File: config.mk
export PLATFORM = sky130hd
export DESIGN_NAME = drive_status_publisher
export DESIGN_NICKNAME = d
export VERILOG_FILES = /design/src/design/status_pkg.sv /design/src/design/send_cfg_if.sv /design/src/design/send_scheduler.sv /design/src/design/drive_status_publisher.sv
export SDC_FILE = /design/constraint.sdc
export NUM_CORES = 2
export LEC_CHECK = 0
export ABC_AREA = 0
export BUFFER_PORTS_ARGS = -buffer_cell sky130_fd_sc_hd__clkbuf_2
export CORE_ASPECT_RATIO = 0.8
export CORE_MARGIN = 2
export CORE_UTILIZATION = 51
export CTS_CLUSTER_DIAMETER = 40
export DETAILED_ROUTE_END_ITERATION = 10
export GPL_TIMING_DRIVEN = 1
export PLACE_DENSITY_LB_ADDON = 0.15
export SYNTH_ARGS = -nofsm -noshare
export SYNTH_HDL_FRONTEND = slang
export SYNTH_SLANG_ARGS = --single-unit
File: constraint.sdc
create_clock -name clock_in -period 13.2 [get_ports clock_in]
set_input_delay 0 -clock clock_in [delete_from_list [all_inputs] [get_ports clock_in]]
set_output_delay 0 -clock clock_in [all_outputs]
set_load 0.02 [all_outputs]
File: src/design/status_pkg.sv
// Shared constants, register map and encodings of the drive status publisher.
package status_pkg;
   // ----------------------------------------------------------------------
   // Register byte offsets
   // ----------------------------------------------------------------------
   localparam logic [7:0] OFS_CONFIG     = 8'h00;
   localparam logic [7:0] OFS_PID_GAIN   = 8'h04;
   localparam logic [7:0] OFS_MAX_SEND   = 8'h08;
   localparam logic [7:0] OFS_MIN_SEND   = 8'h0C;
   localparam logic [7:0] OFS_MIN_DELTA  = 8'h10;
   localparam logic [7:0] OFS_IN_FUNC_LO = 8'h14;
   localparam logic [7:0] OFS_IN_FUNC_HI = 8'h18;
   localparam logic [7:0] OFS_IRQ_STATUS = 8'h1C;
   localparam logic [7:0] OFS_IRQ_MASK   = 8'h20;
   localparam logic [7:0] OFS_PID_VALUE  = 8'h24;
   localparam logic [7:0] OFS_ALARM      = 8'h28;
   localparam logic [7:0] OFS_READ_STAT  = 8'h2C;

   // ----------------------------------------------------------------------
   // Field positions and reset values
   // ----------------------------------------------------------------------
   localparam int         CFG_SRC_LSB   = 0;
   localparam int         CFG_LINK_LSB  = 8;
   localparam logic [31:0] CONFIG_RESET = 32'h0000_0000;
   localparam logic [31:0] GAIN_RESET   = 32'h0000_0100;
   localparam logic [31:0] ZERO_RESET   = 32'h0000_0000;
   localparam int         GAIN_SHIFT    = 8;
   localparam int         IRQ_PID       = 0;
   localparam int         IRQ_SWITCH    = 1;
   localparam int         IRQ_ALARM     = 2;
   localparam int         IRQ_READ      = 3;
   localparam int         IRQ_BITS      = 4;

   // ----------------------------------------------------------------------
   // Value encodings
   // ----------------------------------------------------------------------
   localparam logic [15:0] PID_MAX       = 16'h7FFE;
   localparam logic [7:0]  SWITCH_ON     = 8'hC8;
   localparam logic [7:0]  SWITCH_OFF    = 8'h00;
   localparam logic [7:0]  FUNC_GP_INPUT = 8'h19;
   localparam logic [1:0]  LINK_FUNC_ALL = 2'h0;
   localparam logic [1:0]  SRC_NONE      = 2'h0;
   localparam logic [7:0]  ALARM_NONE    = 8'h00;
   localparam int          FAULTS        = 8;
   // Fault inputs in priority order: overcurrent accel, decel, constant,
   // undervoltage, save failure, card connection, fieldbus, serial link.
   localparam logic [7:0]  FAULT_CODE [FAULTS] =
      '{8'h01, 8'h02, 8'h03, 8'h0A, 8'h33, 8'h22, 8'h23, 8'h26};

   // ----------------------------------------------------------------------
   // Timing
   // ----------------------------------------------------------------------
   localparam int CLOCK_NS     = 10;
   localparam int SEND_TICK_NS = 1000000;
   localparam int TICK_CYCLES  = SEND_TICK_NS / CLOCK_NS;

   typedef enum {RD_IDLE, RD_ASK} read_state_e;
endpackage

File: src/design/send_cfg_if.sv
// Send-interval configuration and time tick shared with each send scheduler.
`timescale 1ns/1ps
interface send_cfg_if;
   logic        tick;
   logic [15:0] max_interval;
   logic [15:0] min_interval;
   logic [15:0] min_change_delta;

   modport source
   (
      output tick,
      output max_interval,
      output min_interval,
      output min_change_delta
   );
   modport sched
   (
      input tick,
      input max_interval,
      input min_interval,
      input min_change_delta
   );
endinterface

File: src/design/send_scheduler.sv
// Decides when one published value is sent: on change, periodically, paced.
`timescale 1ns/1ps
module send_scheduler
#(
   parameter int W         = 16,
   parameter bit PERIODIC  = 1'b1,
   parameter bit USE_DELTA = 1'b0
)
(
   input  wire logic   clock_in,
   input  wire logic   srst_in,
   send_cfg_if.sched   cfg,
   input  wire logic [W-1:0] value_in,
   input  wire logic   force_in,
   output logic        send_out
);
   logic [W-1:0] last_reg;
   logic [15:0]  since_reg;
   logic         send_reg;
   logic [W-1:0] diff;
   logic         changed;
   logic         delta_hit;
   logic         period_hit;
   logic         allowed;
   logic         want;

   assign diff       = (value_in > last_reg) ? value_in - last_reg : last_reg - value_in;
   assign delta_hit  = (cfg.min_change_delta == 16'h0000) ||
                       (diff > W'(cfg.min_change_delta));
   assign changed    = (value_in != last_reg) && (!USE_DELTA || delta_hit);
   assign period_hit = PERIODIC && (cfg.max_interval != 16'h0000) &&
                       (since_reg >= cfg.max_interval);
   assign allowed    = (cfg.min_interval == 16'h0000) ||
                       (since_reg >= cfg.min_interval);
   assign want       = (changed || period_hit || force_in) && allowed;
   assign send_out   = send_reg;

   always_ff @(posedge clock_in)
   begin
      if (srst_in)
      begin
         last_reg  <= '0;
         since_reg <= 16'h0000;
         send_reg  <= 1'b0;
      end
      else
      begin
         send_reg <= want || (force_in && !PERIODIC);
         if (want || force_in)
         begin
            last_reg  <= value_in;
            since_reg <= 16'h0000;
         end
         else if (cfg.tick && since_reg != 16'hFFFF)
         begin
            since_reg <= since_reg + 16'h0001;
         end
      end
   end
endmodule

File: src/design/drive_status_publisher.sv
// Drive status publisher: register slave, status values, alarms and readout.
`timescale 1ns/1ps
// What this block does
// - Report selected analog input as PID percentage.
// - Gain setting scales published PID feedback.
// - Send levels on change, periodically, paced.
// - Publish output terminals as 0/100% switches.
// - Fourth output status exists but stays inactive.
// - Publish acceptance of five input terminals.
// - Link setting 0 adds network command acceptance.
// - Function 25 publishes raw terminal state.
// - One-byte alarm code, zero means none.
// - Power fault codes 1,2,3,10,51.
// - Link fault codes 34,35,38.
// - Alarms sent on change only, paced.
// - Three-byte history, most recent first.
// - Return read value and end readout on the same edge.
// - Ignore read requests during a readout.
// - Send read result after every accepted request.
module drive_status_publisher
#(
   parameter int TICK_CYCLES = status_pkg::TICK_CYCLES
)
(
   input  wire logic        clock_in,
   input  wire logic        srst_in,
   input  wire logic [7:0]  avs_address_in,
   input  wire logic        avs_read_in,
   input  wire logic        avs_write_in,
   input  wire logic [31:0] avs_writedata_in,
   input  wire logic [3:0]  avs_byteenable_in,
   output logic      [31:0] avs_readdata_out,
   output logic             avs_waitrequest_out,
   output logic             irq_out,
   input  wire logic [47:0] analog_level_in,
   input  wire logic [3:0]  dout_terminal_in,
   input  wire logic [4:0]  din_physical_in,
   input  wire logic [4:0]  din_term_accepted_in,
   input  wire logic [4:0]  din_net_accepted_in,
   input  wire logic [7:0]  fault_event_in,
   input  wire logic        other_alarm_valid_in,
   input  wire logic [7:0]  other_alarm_code_in,
   input  wire logic        net_read_req_valid_in,
   input  wire logic [15:0] net_read_req_id_in,
   input  wire logic        param_ack_in,
   input  wire logic [15:0] param_data_in,
   output logic      [15:0] pid_feedback_out,
   output logic             pid_send_out,
   output logic      [4:0]  out_switch_state_out,
   output logic      [39:0] out_switch_value_out,
   output logic             out_switch_send_out,
   output logic      [4:0]  in_switch_state_out,
   output logic      [39:0] in_switch_value_out,
   output logic             in_switch_send_out,
   output logic      [7:0]  alarm_code_out,
   output logic      [23:0] alarm_history_out,
   output logic             alarm_send_out,
   output logic             param_req_out,
   output logic      [15:0] param_id_out,
   output logic      [15:0] param_read_result_out,
   output logic             param_read_result_send_out
);
   import status_pkg::*;

   // ----------------------------------------------------------------------
   // Register bus slave
   // ----------------------------------------------------------------------
   logic [31:0] config_reg;
   logic [31:0] gain_reg;
   logic [31:0] max_send_reg;
   logic [31:0] min_send_reg;
   logic [31:0] delta_reg;
   logic [31:0] in_func_lo_reg;
   logic [31:0] in_func_hi_reg;
   logic [31:0] mask_reg;
   logic [IRQ_BITS-1:0] status_reg;
   logic [IRQ_BITS-1:0] status_next;
   logic [31:0] readdata_reg;
   logic        wait_reg;
   logic        irq_reg;

   wire         bus_req    = avs_read_in || avs_write_in;
   wire         bus_done   = bus_req && !wait_reg;
   wire         wr_done    = bus_done && avs_write_in;
   wire         rd_done    = bus_done && avs_read_in;
   wire  [31:0] be_mask    = {{8{avs_byteenable_in[3]}}, {8{avs_byteenable_in[2]}},
                              {8{avs_byteenable_in[1]}}, {8{avs_byteenable_in[0]}}};
   wire         wr_config  = wr_done && avs_address_in == OFS_CONFIG;
   wire         wr_gain    = wr_done && avs_address_in == OFS_PID_GAIN;
   wire         wr_max     = wr_done && avs_address_in == OFS_MAX_SEND;
   wire         wr_min     = wr_done && avs_address_in == OFS_MIN_SEND;
   wire         wr_delta   = wr_done && avs_address_in == OFS_MIN_DELTA;
   wire         wr_func_lo = wr_done && avs_address_in == OFS_IN_FUNC_LO;
   wire         wr_func_hi = wr_done && avs_address_in == OFS_IN_FUNC_HI;
   wire         wr_mask    = wr_done && avs_address_in == OFS_IRQ_MASK;
   wire         rd_status  = rd_done && avs_address_in == OFS_IRQ_STATUS;

   function automatic logic [31:0] merge(input logic [31:0] old, input logic [31:0] wd,
                                         input logic [31:0] m);
      merge = (old & ~m) | (wd & m);
   endfunction

   always_ff @(posedge clock_in)
   begin
      if (srst_in)
      begin
         config_reg     <= CONFIG_RESET;
         gain_reg       <= GAIN_RESET;
         max_send_reg   <= ZERO_RESET;
         min_send_reg   <= ZERO_RESET;
         delta_reg      <= ZERO_RESET;
         in_func_lo_reg <= ZERO_RESET;
         in_func_hi_reg <= ZERO_RESET;
         mask_reg       <= ZERO_RESET;
      end
      else
      begin
         if (wr_config)  config_reg     <= merge(config_reg, avs_writedata_in, be_mask);
         if (wr_gain)    gain_reg       <= merge(gain_reg, avs_writedata_in, be_mask);
         if (wr_max)     max_send_reg   <= merge(max_send_reg, avs_writedata_in, be_mask);
         if (wr_min)     min_send_reg   <= merge(min_send_reg, avs_writedata_in, be_mask);
         if (wr_delta)   delta_reg      <= merge(delta_reg, avs_writedata_in, be_mask);
         if (wr_func_lo) in_func_lo_reg <= merge(in_func_lo_reg, avs_writedata_in, be_mask);
         if (wr_func_hi) in_func_hi_reg <= merge(in_func_hi_reg, avs_writedata_in, be_mask);
         if (wr_mask)    mask_reg       <= merge(mask_reg, avs_writedata_in, be_mask);
      end
   end

   // ----------------------------------------------------------------------
   // Read mux and waitrequest
   // ----------------------------------------------------------------------
   logic [31:0] rd_mux;
   logic [15:0] pid_reg;
   logic [7:0]  alarm_reg;
   logic [23:0] history_reg;
   logic        rd_busy;
   logic [15:0] req_id_reg;

   always_comb
   begin
      unique case (avs_address_in)
         OFS_CONFIG:     rd_mux = config_reg;
         OFS_PID_GAIN:   rd_mux = gain_reg;
         OFS_MAX_SEND:   rd_mux = max_send_reg;
         OFS_MIN_SEND:   rd_mux = min_send_reg;
         OFS_MIN_DELTA:  rd_mux = delta_reg;
         OFS_IN_FUNC_LO: rd_mux = in_func_lo_reg;
         OFS_IN_FUNC_HI: rd_mux = in_func_hi_reg;
         OFS_IRQ_STATUS: rd_mux = {{(32-IRQ_BITS){1'b0}}, status_reg};
         OFS_IRQ_MASK:   rd_mux = mask_reg;
         OFS_PID_VALUE:  rd_mux = {16'h0000, pid_reg};
         OFS_ALARM:      rd_mux = {history_reg, alarm_reg};
         OFS_READ_STAT:  rd_mux = {15'h0000, rd_busy, req_id_reg};
         default:        rd_mux = 32'h0000_0000;
      endcase
   end

   always_ff @(posedge clock_in)
   begin
      if (srst_in)
      begin
         wait_reg     <= 1'b1;
         readdata_reg <= 32'h0000_0000;
      end
      else
      begin
         wait_reg <= !(bus_req && wait_reg);
         if (bus_req && wait_reg)
         begin
            readdata_reg <= avs_read_in ? rd_mux : 32'h0000_0000;
         end
      end
   end

   assign avs_readdata_out    = readdata_reg;
   assign avs_waitrequest_out = wait_reg;

   // ----------------------------------------------------------------------
   // Send timing: millisecond tick and schedulers
   // ----------------------------------------------------------------------
   localparam int TICK_W = $clog2(TICK_CYCLES);
   logic [TICK_W-1:0] tick_cnt_reg;
   logic              tick_reg;
   send_cfg_if        cfg ();

   always_ff @(posedge clock_in)
   begin
      if (srst_in || tick_cnt_reg == TICK_W'(TICK_CYCLES - 1))
         tick_cnt_reg <= '0;
      else
         tick_cnt_reg <= tick_cnt_reg + 1'b1;
      tick_reg <= !srst_in && tick_cnt_reg == TICK_W'(TICK_CYCLES - 1);
   end

   assign cfg.tick             = tick_reg;
   assign cfg.max_interval     = max_send_reg[15:0];
   assign cfg.min_interval     = min_send_reg[15:0];
   assign cfg.min_change_delta = delta_reg[15:0];

   // ----------------------------------------------------------------------
   // PID feedback level
   // ----------------------------------------------------------------------
   wire  [1:0]  pid_src   = config_reg[CFG_SRC_LSB +: 2];
   wire  [15:0] pid_raw   = (pid_src == SRC_NONE) ? 16'h0000 :
                            analog_level_in[16*(pid_src-2'h1) +: 16];
   wire  [31:0] pid_prod  = pid_raw * gain_reg[15:0];
   wire  [23:0] pid_scale = pid_prod[GAIN_SHIFT +: 24];
   wire  [15:0] pid_next  = (pid_scale > {8'h00, PID_MAX}) ? PID_MAX : pid_scale[15:0];

   // ----------------------------------------------------------------------
   // Digital output and input switch states
   // ----------------------------------------------------------------------
   logic [4:0]  out_state_reg;
   logic [4:0]  in_state_reg;
   wire  [4:0]  out_next = {dout_terminal_in[3], 1'b0, dout_terminal_in[2:0]};
   wire  [39:0] in_funcs = {in_func_hi_reg[7:0], in_func_lo_reg};
   wire  [1:0]  link_func = config_reg[CFG_LINK_LSB +: 2];
   logic [4:0]  in_next;

   genvar gi;
   generate
      for (gi = 0; gi < 5; gi++)
      begin : g_switch
         assign in_next[gi] = (in_funcs[8*gi +: 8] == FUNC_GP_INPUT) ? din_physical_in[gi] :
                              din_term_accepted_in[gi] ||
                              (link_func == LINK_FUNC_ALL && din_net_accepted_in[gi]);
         assign out_switch_value_out[8*gi +: 8] = out_state_reg[gi] ? SWITCH_ON : SWITCH_OFF;
         assign in_switch_value_out[8*gi +: 8]  = in_state_reg[gi] ? SWITCH_ON : SWITCH_OFF;
      end
   endgenerate

   // ----------------------------------------------------------------------
   // Alarm code and history
   // ----------------------------------------------------------------------
   logic [7:0] fault_code;
   logic       fault_any;

   always_comb
   begin
      fault_code = other_alarm_code_in;
      fault_any  = other_alarm_valid_in;
      for (int i = FAULTS - 1; i >= 0; i--)
      begin
         if (fault_event_in[i])
         begin
            fault_code = FAULT_CODE[i];
            fault_any  = 1'b1;
         end
      end
   end

   always_ff @(posedge clock_in)
   begin
      if (srst_in)
      begin
         pid_reg       <= 16'h0000;
         out_state_reg <= 5'h00;
         in_state_reg  <= 5'h00;
         alarm_reg     <= ALARM_NONE;
         history_reg   <= 24'h000000;
      end
      else
      begin
         pid_reg       <= pid_next;
         out_state_reg <= out_next;
         in_state_reg  <= in_next;
         if (fault_any)
         begin
            alarm_reg   <= fault_code;
            history_reg <= {fault_code, history_reg[23:8]};
         end
      end
   end

   assign pid_feedback_out     = pid_reg;
   assign out_switch_state_out = out_state_reg;
   assign in_switch_state_out  = in_state_reg;
   assign alarm_code_out       = alarm_reg;
   assign alarm_history_out    = history_reg;

   send_scheduler #(.W(16), .PERIODIC(1'b1), .USE_DELTA(1'b1)) u_pid_send
   (
      .clock_in (clock_in),
      .srst_in  (srst_in),
      .cfg      (cfg),
      .value_in (pid_reg),
      .force_in (1'b0),
      .send_out (pid_send_out)
   );
   send_scheduler #(.W(5), .PERIODIC(1'b1), .USE_DELTA(1'b0)) u_out_send
   (
      .clock_in (clock_in),
      .srst_in  (srst_in),
      .cfg      (cfg),
      .value_in (out_state_reg),
      .force_in (1'b0),
      .send_out (out_switch_send_out)
   );
   send_scheduler #(.W(5), .PERIODIC(1'b1), .USE_DELTA(1'b0)) u_in_send
   (
      .clock_in (clock_in),
      .srst_in  (srst_in),
      .cfg      (cfg),
      .value_in (in_state_reg),
      .force_in (1'b0),
      .send_out (in_switch_send_out)
   );
   send_scheduler #(.W(32), .PERIODIC(1'b0), .USE_DELTA(1'b0)) u_alarm_send
   (
      .clock_in (clock_in),
      .srst_in  (srst_in),
      .cfg      (cfg),
      .value_in ({alarm_reg, history_reg}),
      .force_in (1'b0),
      .send_out (alarm_send_out)
   );

   // ----------------------------------------------------------------------
   // Parameter readout
   // ----------------------------------------------------------------------
   read_state_e rd_state_reg;
   logic        param_req_reg;
   logic [15:0] result_reg;
   logic        result_send_reg;
   wire         req_take = rd_state_reg == RD_IDLE && net_read_req_valid_in;
   wire         req_end  = rd_state_reg == RD_ASK && param_ack_in;

   always_ff @(posedge clock_in)
   begin
      if (srst_in)
      begin
         rd_state_reg    <= RD_IDLE;
         param_req_reg   <= 1'b0;
         req_id_reg      <= 16'h0000;
         result_reg      <= 16'h0000;
         result_send_reg <= 1'b0;
      end
      else
      begin
         result_send_reg <= req_end;
         unique case (rd_state_reg)
            RD_IDLE:
            begin
               if (req_take)
               begin
                  req_id_reg    <= net_read_req_id_in;
                  param_req_reg <= 1'b1;
                  rd_state_reg  <= RD_ASK;
               end
            end
            RD_ASK:
            begin
               if (req_end)
               begin
                  result_reg    <= param_data_in;
                  param_req_reg <= 1'b0;
                  rd_state_reg  <= RD_IDLE;
               end
            end
         endcase
      end
   end

   assign rd_busy                    = rd_state_reg == RD_ASK;
   assign param_req_out              = param_req_reg;
   assign param_id_out               = req_id_reg;
   assign param_read_result_out      = result_reg;
   assign param_read_result_send_out = result_send_reg;

   // ----------------------------------------------------------------------
   // Interrupt status, read-to-clear; a new event wins over the clear.
   // ----------------------------------------------------------------------
   wire [IRQ_BITS-1:0] events = {result_send_reg, alarm_send_out,
                                 out_switch_send_out || in_switch_send_out, pid_send_out};

   assign status_next = (status_reg & ~(rd_status ? readdata_reg[IRQ_BITS-1:0] : {IRQ_BITS{1'b0}}))
                        | events;

   always_ff @(posedge clock_in)
   begin
      if (srst_in)
      begin
         status_reg <= {IRQ_BITS{1'b0}};
         irq_reg    <= 1'b0;
      end
      else
      begin
         status_reg <= status_next;
         irq_reg    <= |(status_next & mask_reg[IRQ_BITS-1:0]);
      end
   end

   assign irq_out = irq_reg;
endmodule

Word level (Yosys, flattened, before mapping). Cells that the tools add are included.

RAM bits: 0. Memories: 0. Input bits: 166. Bits in registers: 562. Logic and storage cells: 221. ROM bits: 0. Latch bits: 0.

Equality and inequality tests: 29. $mul: 1. Div/mod/pow operators: 0. Reductions and logical operators: 69. Bitwise gates (word level): 22. Shifts and indexed selects: 1. Add/subtract/negate cells: 8. Order comparisons: 10. Mux-type cells: 43.

Operator list (count): case mux 32 bit (12 select lines) (1); bitwise AND 32 bit (9); bitwise OR 32 bit (8); 2-to-1 mux 8 bit (18); greater-or-equal comparator 16 bit (7); 2-to-1 mux 32 bit (3); == test 8 x 5 -> 1 bit, second input constant (9); adder 16 x 1 -> 16 bit, second input constant (4); zero test 32 bit (2); inequality test 16 bit, second input constant (4); case mux 32 bit (2 select lines) (1); variable part select 48 x 33 -> 16 bit (1); logical AND 1 bit (33); == test 32 x 1 -> 1 bit, second input constant (1); == test 32 x 2 -> 1 bit, second input constant (1); == test 8 x 6 -> 1 bit, second input constant (4); greater-than comparator 16 bit (2); zero test 16 bit (2); multiplier 16 x 16 -> 32 bit (1); 2-to-1 mux 16 bit (2); inequality test 32 bit (1); inverter 32 bit (1); subtractor 16 bit (2); greater-than comparator 24 x 15 -> 1 bit, second input constant (1); other kinds (23) (65).

Longest topological paths before layout.
Word-level depth: 10. Depth in mapped cells: 36. Mapped depth without buffers: 29.

By module. Synthesis repeated with hierarchy kept, for this count alone.

Cells, all modules: 4595. Area total of the unflattened synthesis: 36939.2 um2.

By module, submodules not included: drive_status_publisher (times used 1, sequential area each 7907.6 um2, area an instance 25291.8 um2, cells an instance 3139); send_scheduler (u_pid_send) (times used 1, sequential area each 660.6 um2, area an instance 4705.8 um2, cells an instance 640); send_scheduler (u_in_send ...) (times used 2, sequential area each 440.4 um2, area an instance 1958.1 um2, cells an instance 245); send_scheduler (u_alarm_send) (times used 1, sequential area each 980.9 um2, area an instance 3025.4 um2, cells an instance 326).

Least setup slack after synthesis. Ideal clock, no wire load.

Path kind: reg-to-reg. Start: register (tool-made name). End: register pid_reg[10] (netlist: pid_feedback_out[10]). Data arrival time: 8.305 ns. Stages on the path, launching flop included: 35. Setup time: 0.132 ns. Buffers on the path: 7. Clock period less this slack: 8.438 ns. Data required time: 13.068 ns. Setup slack: 4.762 ns. Cell sequence: dfxtp_1 buf_2 inv_1 buf_1 ha_1 buf_6 clkbuf_1 mux2i_1 nor2_1 a21oi_1 nor2_1 clkbuf_1 nand2_1 fa_1 fa_1 fa_1 inv_1 fa_1 fa_1 inv_1 fa_1 inv_1 ha_1 clkbuf_1 nand2_1 nor2_1 nand4_1 or4_1 a21oi_1 nor2_1 xnor2_1 a311o_1 nor4_2 buf_6 a21oi_1.

RTL lines: end signal: assignment (line drive_status_publisher.sv:264) `pid_reg <= pid_next;`; end: declaration (line drive_status_publisher.sv:133) `logic [15:0] pid_reg;`.

==> impl_results.md <==
- Status: finished clean
- Clock transition at path regs: 0.06 ns
- Die width: 295 µm
- Post-synth EDFFs: 0
- Clock sinks: 512
- CP max-delay cell: nor4_2
- Peak VDD IR: 104 µV
- Per-cell routed wire length: 20.8 µm
- Htree depth: 3
- Vias/cell: 5.69
- DRC viols: 0
- Mean post-synth cell area: 8.03 µm²
- Largest stage delay, worst path: 1.07 ns
- Crit Path Class: flop to flop
- Layout cells sized above 1: 11.1%
- Vias in the first global route: 30100
- Unique masters post-synth: 72
- Post-DP HPWL: 83.5 mm
- Setup violators final: 0
- Final WL: 117 mm
- WHS Path Cells: 5
- Core area: 67300 µm²
- Critical path data arrival time: 11.50 ns
- CTS Buffer Depth: 3
- CTS tree: yes
- Starting density of the core: 51.5%
- Crit share post-route: 83.7%
- Pwr dens: 96.3 nW/µm²
- CP top delay family: adder cells
- Synth warn: 0
- Setup Skew: 0.0282 ns
- Largest cells by area after synthesis: dfxtp_1, fa_1, nand2_1
- Top-area cell type share of the netlist area: 29.6%
- Crit path required time: 13.65 ns
- Critical Path Stages: 26
- R2r worst-path depth: 26
- Most frequent CP cell: fa_1
- Syn Std Cell Area: 34700 µm²
- Crit-path max FO: 20
- First-pass GRT wire length: 178 mm
- Final Hold Fails: 0
- GR Overflow Total: 0
- Post-route ant nets: 0
- Most frequent cells in the layout: nand2_1, dfxtp_1, a21oi_1
- Leakage: 0.0168 µW
- Die Footprint: 70100 µm²
- Dominant synthesized flop cell: dfxtp_1
- Startpoint types: flop
- Initial antenna violation count: 2
- Min Tclk post-route: 11.04 ns
- Rel. slew slack: 4.21%
- Achievable Freq: 0.0906 GHz
- I/O pin total: 376
- Most common cell after layout, fill and taps aside: nand2_1
- Hold WS: 0.0913 ns
- Core Rows: 85
- Via count: 31900
- Clock Tree Root: clkbuf_16
- Die Ht: 237 µm
- Yosys top cell by area: dfxtp_1
- Fin nets: 5257
- Largest net degree at the start of global routing: 223
- Clk_lat worst skew: 0.63 ns
- Total CTS buffers: 72
- Initial DRC count: 3587
- #FFs+latches synth: 512
- Fin. max-slew vios: 0
- Element type at the critical path end: flop
- Bufs and invs on worst path: 4
- Layout area overhead: 16.5%
- Asr flop ratio synth: 0%
- Hold Crit Class: input pin to flop
- I/O Buffers: 321
- Drt first pass iters: 10
- Global Route Usage Sum: 32.9%
- RSZ-0062 raised after global routing: no
- Max Cap Violations: 0
- Gate count of the mapped netlist: 4316
- TNS Setup: 0 ns
- Slew @ Worst Pin: 1.43 ns
- Part of the Yosys area used for sequential elements: 29.6%
- Placer Congestion: 0.924
==> metal layers <==
metal / up-vias / GRT usage [%] / share of wire, %
met4: 0 / 11.0 / 3.2
met1: 15200 / 47.9 / 44
met3: 224 / 7.27 / 10
met5: - / 0 / 0
met2: 1529 / 48.1 / 42
li1: 14900 / - / -
==> cells by family after synthesis <==
family	after synthesis	share of synthesized area (%)
simple gates	1619	20.4
xor+xnor	139	3.51
fa+ha+maj	461	20.9
buf+inv	648	8.05
flops	512	29.6
other cells	1	0.0108
mux	87	2.52
compound gates	849	15.1
==> worst min-delay path, cell delays in order <==
cell	delay, ns
clkbuf_2	0.18
o21ai_4	0.08
buf_4	0.25
nand2_1	0.11
a21oi_1	0.05
==> path summary, 6_finish.rpt <==
check                         to  slack (ns)             from
max          pid_feedback_out[5]        2.16             flop
min reg2reg      tick_cnt_reg[0]        0.44  tick_cnt_reg[0]
min          avs_readdata_out[2]        0.09      avs_read_in
max reg2reg  pid_feedback_out[5]        2.16             flop
==> final cells by class <==
| type | count | area [µm²] |
|---|---|---|
| inverter | 345 | 1290 |
| antenna | 4 | 10.0 |
| fill | 5989 | 27000 |
| clock inverter | 50 | 626 |
| timing repair buffer | 489 | 3220 |
| clock buffer | 81 | 1930 |
| tap | 913 | 1140 |
| multi-input combinational | 3210 | 21900 |
| sequential | 512 | 10200 |
==> cells in the mapped netlist, types with 64 or more instances <==
cell type,number
a21o_1,72
a21oi_1,458
and2_1,132
buf_4,89
clkbuf_1,164
dfxtp_1,512
fa_1,195
ha_1,266
inv_1,345
mux2i_1,84
nand2_1,901
nor2_1,331
o21ai_0,64
xnor2_1,83
==> through the flow <==
stage          total power (µW)  utilization [%]  setup slack (ns)  cell area, µm²  std cells
2_1_floorplan              1770                -              4.76           34900       4370
3_3_place_gp               1830             54.2              2.73           36500       5336
3_5_place_dp               1840             54.2              2.40           36500       5336
4_1_cts                    3890             59.9              2.35           40400       5600
5_1_grt                    3980             60.0              1.30           40400       5602
6_report                   3890             60.0              2.16           40400       5604
==> where the power goes <==
part / total (µW) / internal, µW / switching (µW)
Clock: 2050 / 1220 / 826
Combinational: 257 / 93.9 / 163
Sequential: 1580 / 1560 / 22.4
==> repair_timing <==
action / CTS / global route
resized for setup: 0 / 0
setup buffers: 0 / 0
hold buffers: 133 / 0
endpoints found under the hold margin: 370 / 0
Power figures use the tool's default switching activity.
